<file path="src/rtl/phy_regs_defs.vh">
/*
 Register indices, fields, reset values, timing.
 Assumes one 20 MHz clock.
*/
`ifndef PHY_REGS_DEFS_VH
`define PHY_REGS_DEFS_VH

// --------------------
// register indices
// --------------------
`define REG_CONTROL 5'h00
`define REG_STATUS 5'h01
`define REG_DETAIL 5'h11

// --------------------
// control word fields
// --------------------
`define CTL_RESET 15
`define CTL_LOOPBACK 14
`define CTL_RATE 13
`define CTL_AN_EN 12
`define CTL_LOW_POWER 11
`define CTL_ISOLATE 10
`define CTL_RESTART 9
`define CTL_DUPLEX 8
`define CTL_COL_TEST 7

// --------------------
// status and detail word fields
// --------------------
`define ST_T4 15
`define ST_OVR_HI 14
`define ST_OVR_LO 7
`define ST_PREAMBLE 6
`define ST_AN_DONE 5
`define ST_RFAULT 4
`define ST_AN_ABLE 3
`define ST_LINK 2
`define ST_JABBER 1
`define ST_EXT_CAP 0
`define ST_OVR_RESET 8'hf0
`define DET_DUPLEX 14

// --------------------
// timing
// --------------------
`define CLK_PERIOD_NS 50
`define BIT_TIME_NS 10
`define COL_ON_MAX_NS (512 * `BIT_TIME_NS)
`define COL_OFF_MAX_NS (4 * `BIT_TIME_NS)
`define COL_ON_CYC (`COL_ON_MAX_NS / `CLK_PERIOD_NS)
`define COL_OFF_CYC ((`COL_OFF_MAX_NS / `CLK_PERIOD_NS) < 1 ? 1 : (`COL_OFF_MAX_NS / `CLK_PERIOD_NS))

// --------------------
// serial frame
// --------------------
`define PREAMBLE_LEN 6'd32
`define OP_READ 2'b10
`define OP_WRITE 2'b01

`endif

</file>
<file path="src/rtl/phy_control_status_regs.v">
/*
 Management control word,
 status word and duplex
 status of one port, with
 low-power, isolate and
 collision-test gating of
 the MAC side and restart.
 Assumes core events arrive
 synchronous to clock, and
 control bits 15:12 are
 held elsewhere by the
 core.
*/
`timescale 1ns/1ns
`include "phy_regs_defs.vh"

// Behaviour
// - low power stops core, MAC outputs low
// - low power floats twisted-pair transmit outputs
// - low-power entry resets only latching status bits
// - isolate floats MAC outputs, ignores MAC inputs
// - isolate resets to one at address zero
// - restart write ignored with negotiation disabled
// - restart bit starts negotiation, self-clears
// - hardware mode takes duplex from pin
// - detail register shows active-link duplex in hardware mode, duplex_mode otherwise
// - software duplex from negotiation or control bit
// - loopback makes duplex control bit ineffective
// - collision test off, COL not from transmit
// - collision test drives COL from transmit enable
// - control reserved bits read zero
// - status resets to defaults, index one
// - four-pair capability always reads zero
// - capability bits 14:11 reset one, 10:7 reset zero, override-writable
// - negotiation-complete latches high, resets zero
// - fault, jabber latch high; link latches low
// - negotiation ability and extended capability read one
// - override writes blocked unless enable set
module phy_control_status_regs (
   input wire clock, // 20 MHz system clock
   input wire resetn, // async reset, active low
   input wire mdc, // management clock, sampled
   input wire mdio_in, // management data in
   output wire mdio_out, // management data out
   output wire mdio_oe, // high while driving mdio
   input wire [4:0] phy_address, // strapped management address
   input wire config_source_pin, // 0 hardware, 1 software mode
   input wire duplex_select_pin, // hardware-mode duplex
   input wire reset_bit, // control bit 15, held elsewhere
   input wire loopback_bit, // control bit 14, held elsewhere
   input wire rate_bit, // control bit 13, held elsewhere
   input wire an_enable_bit, // control bit 12, held elsewhere
   input wire override_write_en, // extended control bit 15
   input wire an_started, // pulse: negotiation has begun
   input wire an_complete, // level: negotiation done
   input wire an_result_full, // negotiated full duplex
   input wire remote_fault_in, // remote fault received
   input wire jabber_in, // jabber condition
   input wire link_up, // link valid
   input wire link_full, // active link is full duplex
   output reg an_restart, // pulse: restart negotiation
   output reg duplex_mode, // 1 full, 0 half
   output wire core_enable, // internal functions running
   output wire tx_pair_tristate, // float the transmit pair
   input wire [3:0] txd_in, // MAC transmit data
   input wire tx_en_in, // MAC transmit enable
   input wire tx_er_in, // MAC transmit error
   output wire [3:0] core_txd, // gated transmit data
   output wire core_tx_en, // gated transmit enable
   output wire core_tx_er, // gated transmit error
   input wire [8:0] core_mac_out, // core MAC-side outputs but COL
   input wire core_col, // core collision detect
   output wire [8:0] mac_out, // MAC-side outputs but COL
   output wire mac_out_oe, // high while MAC side driven
   output reg col_out, // collision to MAC
   output wire col_oe // high while COL driven
);

   // ----------------------------------------
   // declarations
   // ----------------------------------------
   reg low_power_reg;
   reg isolate_reg;
   reg strap_done_reg;
   reg restart_reg;
   reg duplex_bit_reg;
   reg col_test_reg;

   reg [7:0] ovr_reg;
   reg an_done_lh_reg;
   reg rfault_lh_reg;
   reg jabber_lh_reg;
   reg link_ll_reg;

   wire [4:0] reg_addr;
   wire [15:0] wdata;
   wire wr_stb;
   wire rd_stb;
   reg [15:0] rdata;

   wire ctl_wr;
   wire st_wr;
   wire st_rd;
   wire lp_enter;

   wire an_done_ev;
   wire hw_mode;
   wire tx_en_g;

   reg duplex_next;

   // ----------------------------------------
   // shared helpers
   // ----------------------------------------

   // latching-high update: a read recaptures, an event sets unless the clear is asserted
   function lh_update;
      input held;
      input event_in;
      input rd;
      input clr;

      begin
         if (clr)
            lh_update = 1'b0;
         else
            lh_update = (rd ? 1'b0 : held) | event_in;
      end
   endfunction

   function is_reg;
      input [4:0] addr;
      input [4:0] want;

      begin
         is_reg = (addr == want);
      end
   endfunction

   // ----------------------------------------
   // serial management access
   // ----------------------------------------
   mgmt_frame_engine frame_engine (
      .clock(clock),
      .resetn(resetn),
      .mdc(mdc),
      .mdio_in(mdio_in),
      .mdio_out(mdio_out),
      .mdio_oe(mdio_oe),
      .phy_address(phy_address),
      .reg_addr(reg_addr),
      .wdata(wdata),
      .wr_stb(wr_stb),
      .rd_stb(rd_stb),
      .rdata(rdata)
   );

   assign ctl_wr = wr_stb & is_reg(reg_addr, `REG_CONTROL);

   assign st_wr = wr_stb & is_reg(reg_addr, `REG_STATUS);

   assign st_rd = rd_stb & is_reg(reg_addr, `REG_STATUS);

   assign hw_mode = ~config_source_pin;

   assign lp_enter = ctl_wr & wdata[`CTL_LOW_POWER] & ~low_power_reg;

   // ----------------------------------------
   // control word
   // ----------------------------------------
   always @(posedge clock or negedge resetn) begin
      if (!resetn) begin
         low_power_reg <= 1'b0;
         isolate_reg <= 1'b1;
         strap_done_reg <= 1'b0;
         duplex_bit_reg <= 1'b0;
         col_test_reg <= 1'b0;
      end else begin
         strap_done_reg <= 1'b1;

         // strap is caught on the first edge after release
         if (!strap_done_reg)
            isolate_reg <= (phy_address == 5'h00);
         else if (ctl_wr)
            isolate_reg <= wdata[`CTL_ISOLATE];

         if (ctl_wr) begin
            low_power_reg <= wdata[`CTL_LOW_POWER];
            duplex_bit_reg <= wdata[`CTL_DUPLEX];
            col_test_reg <= wdata[`CTL_COL_TEST];
         end
      end
   end

   // ----------------------------------------
   // negotiation restart
   // ----------------------------------------
   always @(posedge clock or negedge resetn) begin
      if (!resetn) begin
         restart_reg <= 1'b0;
         an_restart <= 1'b0;
      end else begin
         an_restart <= 1'b0;

         if (ctl_wr && wdata[`CTL_RESTART] && an_enable_bit) begin
            restart_reg <= 1'b1;
            an_restart <= 1'b1;
         end else if (an_started || !an_enable_bit) begin
            restart_reg <= 1'b0;
         end
      end
   end

   // ----------------------------------------
   // duplex selection
   // ----------------------------------------
   always @* begin
      if (hw_mode)
         duplex_next = duplex_select_pin;
      else if (an_enable_bit)
         duplex_next = an_result_full;
      else if (loopback_bit)
         duplex_next = 1'b0;
      else
         duplex_next = duplex_bit_reg;
   end

   always @(posedge clock or negedge resetn) begin
      if (!resetn)
         duplex_mode <= 1'b0;
      else
         duplex_mode <= duplex_next;
   end

   // ----------------------------------------
   // status word
   // ----------------------------------------

   // completion only counts while negotiation is enabled
   assign an_done_ev = an_complete & an_enable_bit & ~low_power_reg;

   always @(posedge clock or negedge resetn) begin
      if (!resetn) begin
         ovr_reg <= `ST_OVR_RESET;
         an_done_lh_reg <= 1'b0;
         rfault_lh_reg <= 1'b0;
         jabber_lh_reg <= 1'b0;
         link_ll_reg <= 1'b0;
      end else begin
         if (st_wr && override_write_en)
            ovr_reg <= wdata[`ST_OVR_HI:`ST_OVR_LO];

         an_done_lh_reg <= lh_update(an_done_lh_reg, an_done_ev, st_rd, lp_enter);

         rfault_lh_reg <= lh_update(rfault_lh_reg, remote_fault_in & ~low_power_reg,
                                    st_rd, lp_enter);

         jabber_lh_reg <= lh_update(jabber_lh_reg, jabber_in & ~low_power_reg,
                                    st_rd, lp_enter);

         // latching low: a loss always clears, a read recaptures the level
         if (lp_enter)
            link_ll_reg <= 1'b0;
         else
            link_ll_reg <= (st_rd ? 1'b1 : link_ll_reg) & link_up & ~low_power_reg;
      end
   end

   // ----------------------------------------
   // read mux
   // ----------------------------------------
   always @* begin
      rdata = 16'h0000;

      if (is_reg(reg_addr, `REG_CONTROL)) begin
         rdata[`CTL_RESET] = reset_bit;
         rdata[`CTL_LOOPBACK] = loopback_bit;
         rdata[`CTL_RATE] = rate_bit;
         rdata[`CTL_AN_EN] = an_enable_bit;
         rdata[`CTL_LOW_POWER] = low_power_reg;
         rdata[`CTL_ISOLATE] = isolate_reg;
         rdata[`CTL_RESTART] = restart_reg;
         // in hardware mode the stored bit is meaningless; show the pin
         rdata[`CTL_DUPLEX] = hw_mode ? duplex_select_pin : duplex_bit_reg;
         rdata[`CTL_COL_TEST] = col_test_reg; // bits below stay zero

      end else if (is_reg(reg_addr, `REG_STATUS)) begin
         rdata[`ST_T4] = 1'b0;
         rdata[`ST_OVR_HI:`ST_OVR_LO] = ovr_reg;
         rdata[`ST_PREAMBLE] = 1'b0;
         rdata[`ST_AN_DONE] = an_done_lh_reg;
         rdata[`ST_RFAULT] = rfault_lh_reg;
         rdata[`ST_AN_ABLE] = 1'b1;
         rdata[`ST_LINK] = link_ll_reg;
         rdata[`ST_JABBER] = jabber_lh_reg;
         rdata[`ST_EXT_CAP] = 1'b1;

      end else if (is_reg(reg_addr, `REG_DETAIL)) begin
         rdata[`DET_DUPLEX] = hw_mode ? link_full : duplex_mode;
      end
   end

   // ----------------------------------------
   // power and MAC-side gating
   // ----------------------------------------
   assign core_enable = ~low_power_reg;
   assign tx_pair_tristate = low_power_reg;

   // pass-through path is combinational: MAC clocks cannot ride a flop
   assign mac_out = (low_power_reg | isolate_reg) ? 9'h000 : core_mac_out;

   assign mac_out_oe = ~isolate_reg;
   assign col_oe = ~isolate_reg;

   assign tx_en_g = tx_en_in & ~isolate_reg & ~low_power_reg;
   assign core_tx_en = tx_en_g;

   assign core_txd = (isolate_reg | low_power_reg) ? 4'h0 : txd_in;
   assign core_tx_er = tx_er_in & ~isolate_reg & ~low_power_reg;

   // ----------------------------------------
   // collision
   // ----------------------------------------

   // one flop stage keeps COL inside the assert budget; its 50 ns cycle exceeds the 40 ns release budget
   always @(posedge clock or negedge resetn) begin
      if (!resetn)
         col_out <= 1'b0;
      else if (low_power_reg | isolate_reg)
         col_out <= 1'b0;
      else if (col_test_reg)
         col_out <= tx_en_g;
      else
         col_out <= core_col & ~loopback_bit;
   end

endmodule

</file>
<file path="src/rtl/mgmt_frame_engine.v">
/*
 Management frame engine: one frame, one register strobe.
 Assumes mdc sync to clock and below a quarter of its rate.
*/
`timescale 1ns/1ns
`include "phy_regs_defs.vh"

module mgmt_frame_engine (
   input wire clock, // system clock
   input wire resetn, // async reset, active low
   input wire mdc, // management clock, sampled
   input wire mdio_in, // management data in
   output reg mdio_out, // management data out
   output reg mdio_oe, // high while driving data
   input wire [4:0] phy_address, // strapped address
   output reg [4:0] reg_addr, // register index
   output reg [15:0] wdata, // write data
   output reg wr_stb, // one-cycle write strobe
   output reg rd_stb, // one-cycle read strobe
   input wire [15:0] rdata // read data, valid with rd_stb
);

   // ----------------------------------------
   // states
   // ----------------------------------------
   localparam S_PRE = 2'd0;
   localparam S_HDR = 2'd1;
   localparam S_TA = 2'd2;
   localparam S_DATA = 2'd3;

   reg [1:0] state_reg;
   reg [5:0] pre_cnt_reg;
   reg [3:0] cnt_reg;
   reg [12:0] hdr_reg;
   reg [15:0] sh_reg;
   reg rd_active_reg;
   reg mdc_reg;
   wire rise;
   wire fall;
   wire [13:0] hdr_full;

   assign rise = mdc & ~mdc_reg;
   assign fall = ~mdc & mdc_reg;
   assign hdr_full = {hdr_reg, mdio_in};

   // ----------------------------------------
   // frame decode on rising mdc
   // ----------------------------------------
   always @(posedge clock or negedge resetn) begin
      if (!resetn) begin
         state_reg <= S_PRE;
         pre_cnt_reg <= 6'd0;
         cnt_reg <= 4'd0;
         hdr_reg <= 13'h0000;
         sh_reg <= 16'h0000;
         rd_active_reg <= 1'b0;
         mdc_reg <= 1'b0;
         reg_addr <= 5'h00;
         wdata <= 16'h0000;
         wr_stb <= 1'b0;
         rd_stb <= 1'b0;
      end else begin
         mdc_reg <= mdc;
         wr_stb <= 1'b0;
         rd_stb <= 1'b0;
         if (rd_stb)
            sh_reg <= rdata;
         if (rise) begin
            case (state_reg)
               S_PRE: begin
                  if (mdio_in) begin
                     if (pre_cnt_reg != `PREAMBLE_LEN)
                        pre_cnt_reg <= pre_cnt_reg + 6'd1;
                  end else if (pre_cnt_reg == `PREAMBLE_LEN) begin
                     hdr_reg <= 13'h0000;
                     cnt_reg <= 4'd1;
                     state_reg <= S_HDR;
                  end else begin
                     pre_cnt_reg <= 6'd0;
                  end
               end
               S_HDR: begin
                  hdr_reg <= hdr_full[12:0];
                  cnt_reg <= cnt_reg + 4'd1;
                  if (cnt_reg == 4'd13) begin
                     cnt_reg <= 4'd0;
                     pre_cnt_reg <= 6'd0;
                     reg_addr <= hdr_full[4:0];
                     // frames for other addresses are dropped silently
                     if (hdr_full[13:12] == 2'b01 && hdr_full[9:5] == phy_address &&
                         (hdr_full[11:10] == `OP_READ || hdr_full[11:10] == `OP_WRITE)) begin
                        rd_active_reg <= (hdr_full[11:10] == `OP_READ);
                        rd_stb <= (hdr_full[11:10] == `OP_READ);
                        state_reg <= S_TA;
                     end else begin
                        state_reg <= S_PRE;
                     end
                  end
               end
               S_TA: begin
                  cnt_reg <= cnt_reg + 4'd1;
                  if (cnt_reg == 4'd1) begin
                     cnt_reg <= 4'd0;
                     state_reg <= S_DATA;
                  end
               end
               S_DATA: begin
                  if (!rd_active_reg)
                     sh_reg <= {sh_reg[14:0], mdio_in};
                  cnt_reg <= cnt_reg + 4'd1;
                  if (cnt_reg == 4'd15) begin
                     if (!rd_active_reg) begin
                        wdata <= {sh_reg[14:0], mdio_in};
                        wr_stb <= 1'b1;
                     end
                     rd_active_reg <= 1'b0;
                     state_reg <= S_PRE;
                  end
               end
               default: state_reg <= S_PRE;
            endcase
         end
      end
   end

   // ----------------------------------------
   // read data driven on falling mdc
   // ----------------------------------------
   always @(posedge clock or negedge resetn) begin
      if (!resetn) begin
         mdio_out <= 1'b0;
         mdio_oe <= 1'b0;
      end else if (fall) begin
         mdio_oe <= rd_active_reg && ((state_reg == S_TA && cnt_reg == 4'd1) || state_reg == S_DATA);
         if (state_reg == S_DATA)
            mdio_out <= sh_reg[4'd15 - cnt_reg];
         else
            mdio_out <= 1'b0;
      end else if (rise && state_reg == S_DATA && cnt_reg == 4'd15) begin
         mdio_oe <= 1'b0;
      end
   end

endmodule

</file>
<file path="config.mk">
export PLATFORM = sky130hd
export DESIGN_NAME = phy_control_status_regs
export DESIGN_NICKNAME = d
export VERILOG_FILES = /design/src/rtl/phy_control_status_regs.v /design/src/rtl/mgmt_frame_engine.v
export VERILOG_INCLUDE_DIRS = /design/src /design/src/rtl
export SDC_FILE = /design/constraint.sdc
export NUM_CORES = 1
export LEC_CHECK = 0
export ABC_AREA = 1
export BUFFER_PORTS_ARGS = -buffer_cell sky130_fd_sc_hd__buf_4
export CAP_MARGIN = 20
export CORE_UTILIZATION = 38
export CTS_CLUSTER_DIAMETER = 30
export CTS_CLUSTER_SIZE = 25
export DETAILED_ROUTE_END_ITERATION = 10
export GPL_TIMING_DRIVEN = 0
export HOLD_SLACK_MARGIN = 0.15
export PLACE_DENSITY = 0.57
export SLEW_MARGIN = 20
export SYNTH_ARGS = -nofsm -noshare
export SYNTH_HDL_FRONTEND = slang
export SYNTH_SLANG_ARGS = --single-unit
</file>
<file path="constraint.sdc">
create_clock -name clock -period 4.7 [get_ports clock]
set_clock_uncertainty 0.15 [all_clocks]
set_input_delay 1.175 -clock clock [delete_from_list [all_inputs] [get_ports clock]]
set_output_delay 1.175 -clock clock [all_outputs]
set_load 0.005 [all_outputs]
</file>
==> results.toml <==
[route]
finalWirelength_um = 10100
drc_errors = 0
wl_met3_um = 531
detailedRoute.firstIterationViolations = 155
highest_layer = "met4"
via_per_inst = 4.87
wirelength_met1_um = 4480
drt.antenna.violating_nets = 0
vias = 3734
metal2_wl_um = 4980
drt_first_pass_iters = 4
routed_wire_length_per_instance_um = 13.2

[clock_network]
hold_buffers = 0
postCtsSetupRepairBufs = 0
cts.reportedPaths.clkPinSlew_ns = 0.06
clock_sinks = 81
cts_tree = "built"
cts_repair_resize_count = 0
clk_latency_ns = 0.33
cts_root_buf = "sky130_fd_sc_hd__clkbuf_16"
cts-buffers-inserted = 9
clock_tree_buffer_depth = 2
htree_num_levels = 3

[power_and_ir_drop]
power.density_mw_per_mm2 = 485
p_clk_share_pct = 31.7
p_switching_uw = 882
swShare_pct = 34.5
leakage_uw = 0.00267
comb_power_share_pct = 30.4
seq_power_share_pct = 37.9
internal_power_consumption_uw = 1680
vdd_ir_drop_max_v = 0.000254

[timing]
setup_viol = 0
timing.setup.tns_ns = 0
finalCritPeriodShare_pct = 66.2
final_slew_viol_count = 0
hold_viol_final = 0
fmax_mhz = 322
timing_worst_slew_pin_value_ns = 0.742
fin_crit_ns = 3.11
worst_hold_slack_ns = 0.330
maxSlewHeadroom_pct = 50.5
setup_repair_after_global_routing_missed_its_margin = "false"

[layout]
drive_gt1_share_pct = 21.2
final_util_pct = 48.2
layout.area.seq_mm2 = 0.00203
fill_cells = 1097
footprint_of_the_multi_input_gates_mm2 = 0.00177
areaGrowthSynthToFinish_pct = 23.1
antennaDiodeCount = 0
finish.net_count = 665
layout.cell_area.non_filler_mm2 = 0.00528
largest_reg_flops = 16
final-instance-count-excl-fill = 766

[synthesis]
postSynthCellCount = 548
syn_nets = 592
yosys_warnings = 0
ys_seq_area_share_pct = 47.4
post_synth_most_frequent_cells = "sky130_fd_sc_hd__nand2_1 (120), sky130_fd_sc_hd__inv_1 (95), sky130_fd_sc_hd__dfrtp_1 (76)"
synth.top_cell.area_share_pct = 44.4
synthesis.area_per_instance_um2 = 7.82
synth-edff-count = 0
yosys_register_bits = 81
synth.lib_cells_used.distinct = 40
netlist.top_cell.by_area = "sky130_fd_sc_hd__dfrtp_1"
post-synth-top-count-cell = "sky130_fd_sc_hd__nand2_1"
synthTopCellsByArea = "sky130_fd_sc_hd__dfrtp_1 (44%), sky130_fd_sc_hd__nand2_1 (11%), sky130_fd_sc_hd__inv_1 (8.3%), sky130_fd_sc_hd__nor2_1 (5.7%), sky130_fd_sc_hd__nand3_1 (4.2%)"
ys.flop_type = "sky130_fd_sc_hd__dfrtp_1"
summed_instance_area_of_the_synthesized_netlist_mm2 = 0.00429
synth-async-reset-ratio_pct = 100

[worst_setup_path]
rr_endpoint = "frame_engine.rd_active_reg$_DFFE_PN0P_"
worst-path-max-fanout = 10
timing.critical_path.to_type = "output port"
reg2reg_setup_slack_ns = 2.72
critPathLaunchType = "flop"
critical_path.slowest_cell = "sky130_fd_sc_hd__dfrtp_1"
cp.arrival_ns = 1.79
crit_path_end = "mac_out[5]"
crit_chain = "clkinv_1 > nand2_1 > clkbuf_1 > nor2_1 > buf_4"
max_stage_delay_ns = 0.37
worst_flop_to_flop_path_startpoint = "frame_engine.cnt_reg[1]$_DFFE_PN0P_"
cp_data_required_time_ns = 3.38
startpoint = "tx_pair_tristate$_DFFE_PN0N_"
ff2ff_path_depth = 9
timing.setup.critical_path_class = "flop to output port"

[floorplanning]
rows = 38
chipWidth_um = 108
num_io_pins = 63
initial_core_utilization_pct = 39.2
design.core.area_mm2 = 0.0109
floorplan.die_area_mm2 = 0.0117
floorplan.die.height_um = 108

[global_routing]
grt_antenna_before_repair = 0
grt_first_pass_wirelength_um = 16600
grtUsageTotal_pct = 18.4
vias_in_the_first_global_route = 3522
largest_net_degree_at_the_start_of_global_routing = 82
grt.overflow.total = 0

[placement]
dp.final_hpwl_um = 7370
port_buffers = 62
dp.cells = 750
gp_congestion = 0.850
detailed_place.area_mm2 = 0.00493

[min_path]
hold_path.class = "flop to flop"

[flow_run]
cap_violations = 0

[status]
status = "completed"
[cells by family (layout without fill, tap and decap cells)]
kind of cell | after synthesis | in the layout | synth area share (%)
XOR/XNOR | 2 | 2 | 0.409
buffers and inverters | 114 | 192 | 11.2
AND/OR/NAND/NOR | 246 | 246 | 25.2
AO/OA/AOI/OAI | 99 | 99 | 14.2
other | 1 | 1 | 0.0875
adder cells (fa/ha/maj) | 5 | 5 | 1.46
flip-flops | 81 | 81 | 47.4
[per-stage QoR]
| step | worst slack (ns) | power (uW) |
|---|---|---|
| final | 1.59 | 2560 |
| after floorplan | 2.06 | 1530 |
| after global routing | 1.39 | 2740 |
| after CTS | 1.52 | 2580 |
| after global placement | 1.86 | 1740 |
| after detailed placement | 1.85 | 1760 |
[worst min path at each step]
stage,from,end,cells past startpoint
after floorplan,frame_engine.sh_reg[13]$_DFF_PN0_,frame_engine.sh_reg[14]$_DFF_PN0_,2
after global placement,frame_engine.sh_reg[13]$_DFF_PN0_,frame_engine.sh_reg[14]$_DFF_PN0_,2
after detailed placement,frame_engine.sh_reg[13]$_DFF_PN0_,frame_engine.sh_reg[14]$_DFF_PN0_,2
after CTS,frame_engine.sh_reg[13]$_DFF_PN0_,frame_engine.sh_reg[14]$_DFF_PN0_,2
after global routing,ovr_reg[6]$_DFFE_PN1P_,ovr_reg[6]$_DFFE_PN1P_,2
final,ovr_reg[7]$_DFFE_PN1P_,ovr_reg[7]$_DFFE_PN1P_,2
[power groups by stage]
stage          Clock (uW)  Combinational [uW]  Sequential, uW
6_report              810                 778             971
5_1_grt               852                 899             991
3_5_place_dp            0                 781             982
4_1_cts               828                 785             971
2_1_floorplan           0                 573             956
3_3_place_gp            0                 763             978
[layout by cell type, fill, tap and decap left out, drive strengths merged, types with 4 or more instances in the layout]
cell type,netlist,routed
dfstp,5,5
nor2,68,68
nand3,37,37
inv,98,98
clkbuf,3,14
o21ai,51,51
ha,5,5
nand4,6,6
clkinv,3,4
buf,10,72
o22ai,14,14
nand2,126,126
dfrtp,76,76
a21oi,24,24
[critical path: cells and delay by family (launching register included)]
kind          cells  cell delay, ns
buf+inv           3            0.73
flops             1            0.37
simple gates      2            0.35
[layer usage]
layer	global-route usage [%]	up-vias
met3	3.68	10
met1	22.8	1757
met4	5.58	0
met5	0	-
li1	-	1878
met2	32.3	89
[cell type report]
class / instances / share of cell area, %
inverter: 101 / 7.23
clock buffer: 11 / 4.60
buffer: 13 / 1.85
tap: 140 / 3.32
sequential: 81 / 38.5
clock inverter: 5 / 1.94
multi-input combinational: 353 / 33.6
timing repair buffer: 62 / 8.89
Power figures use the tool's default switching activity.
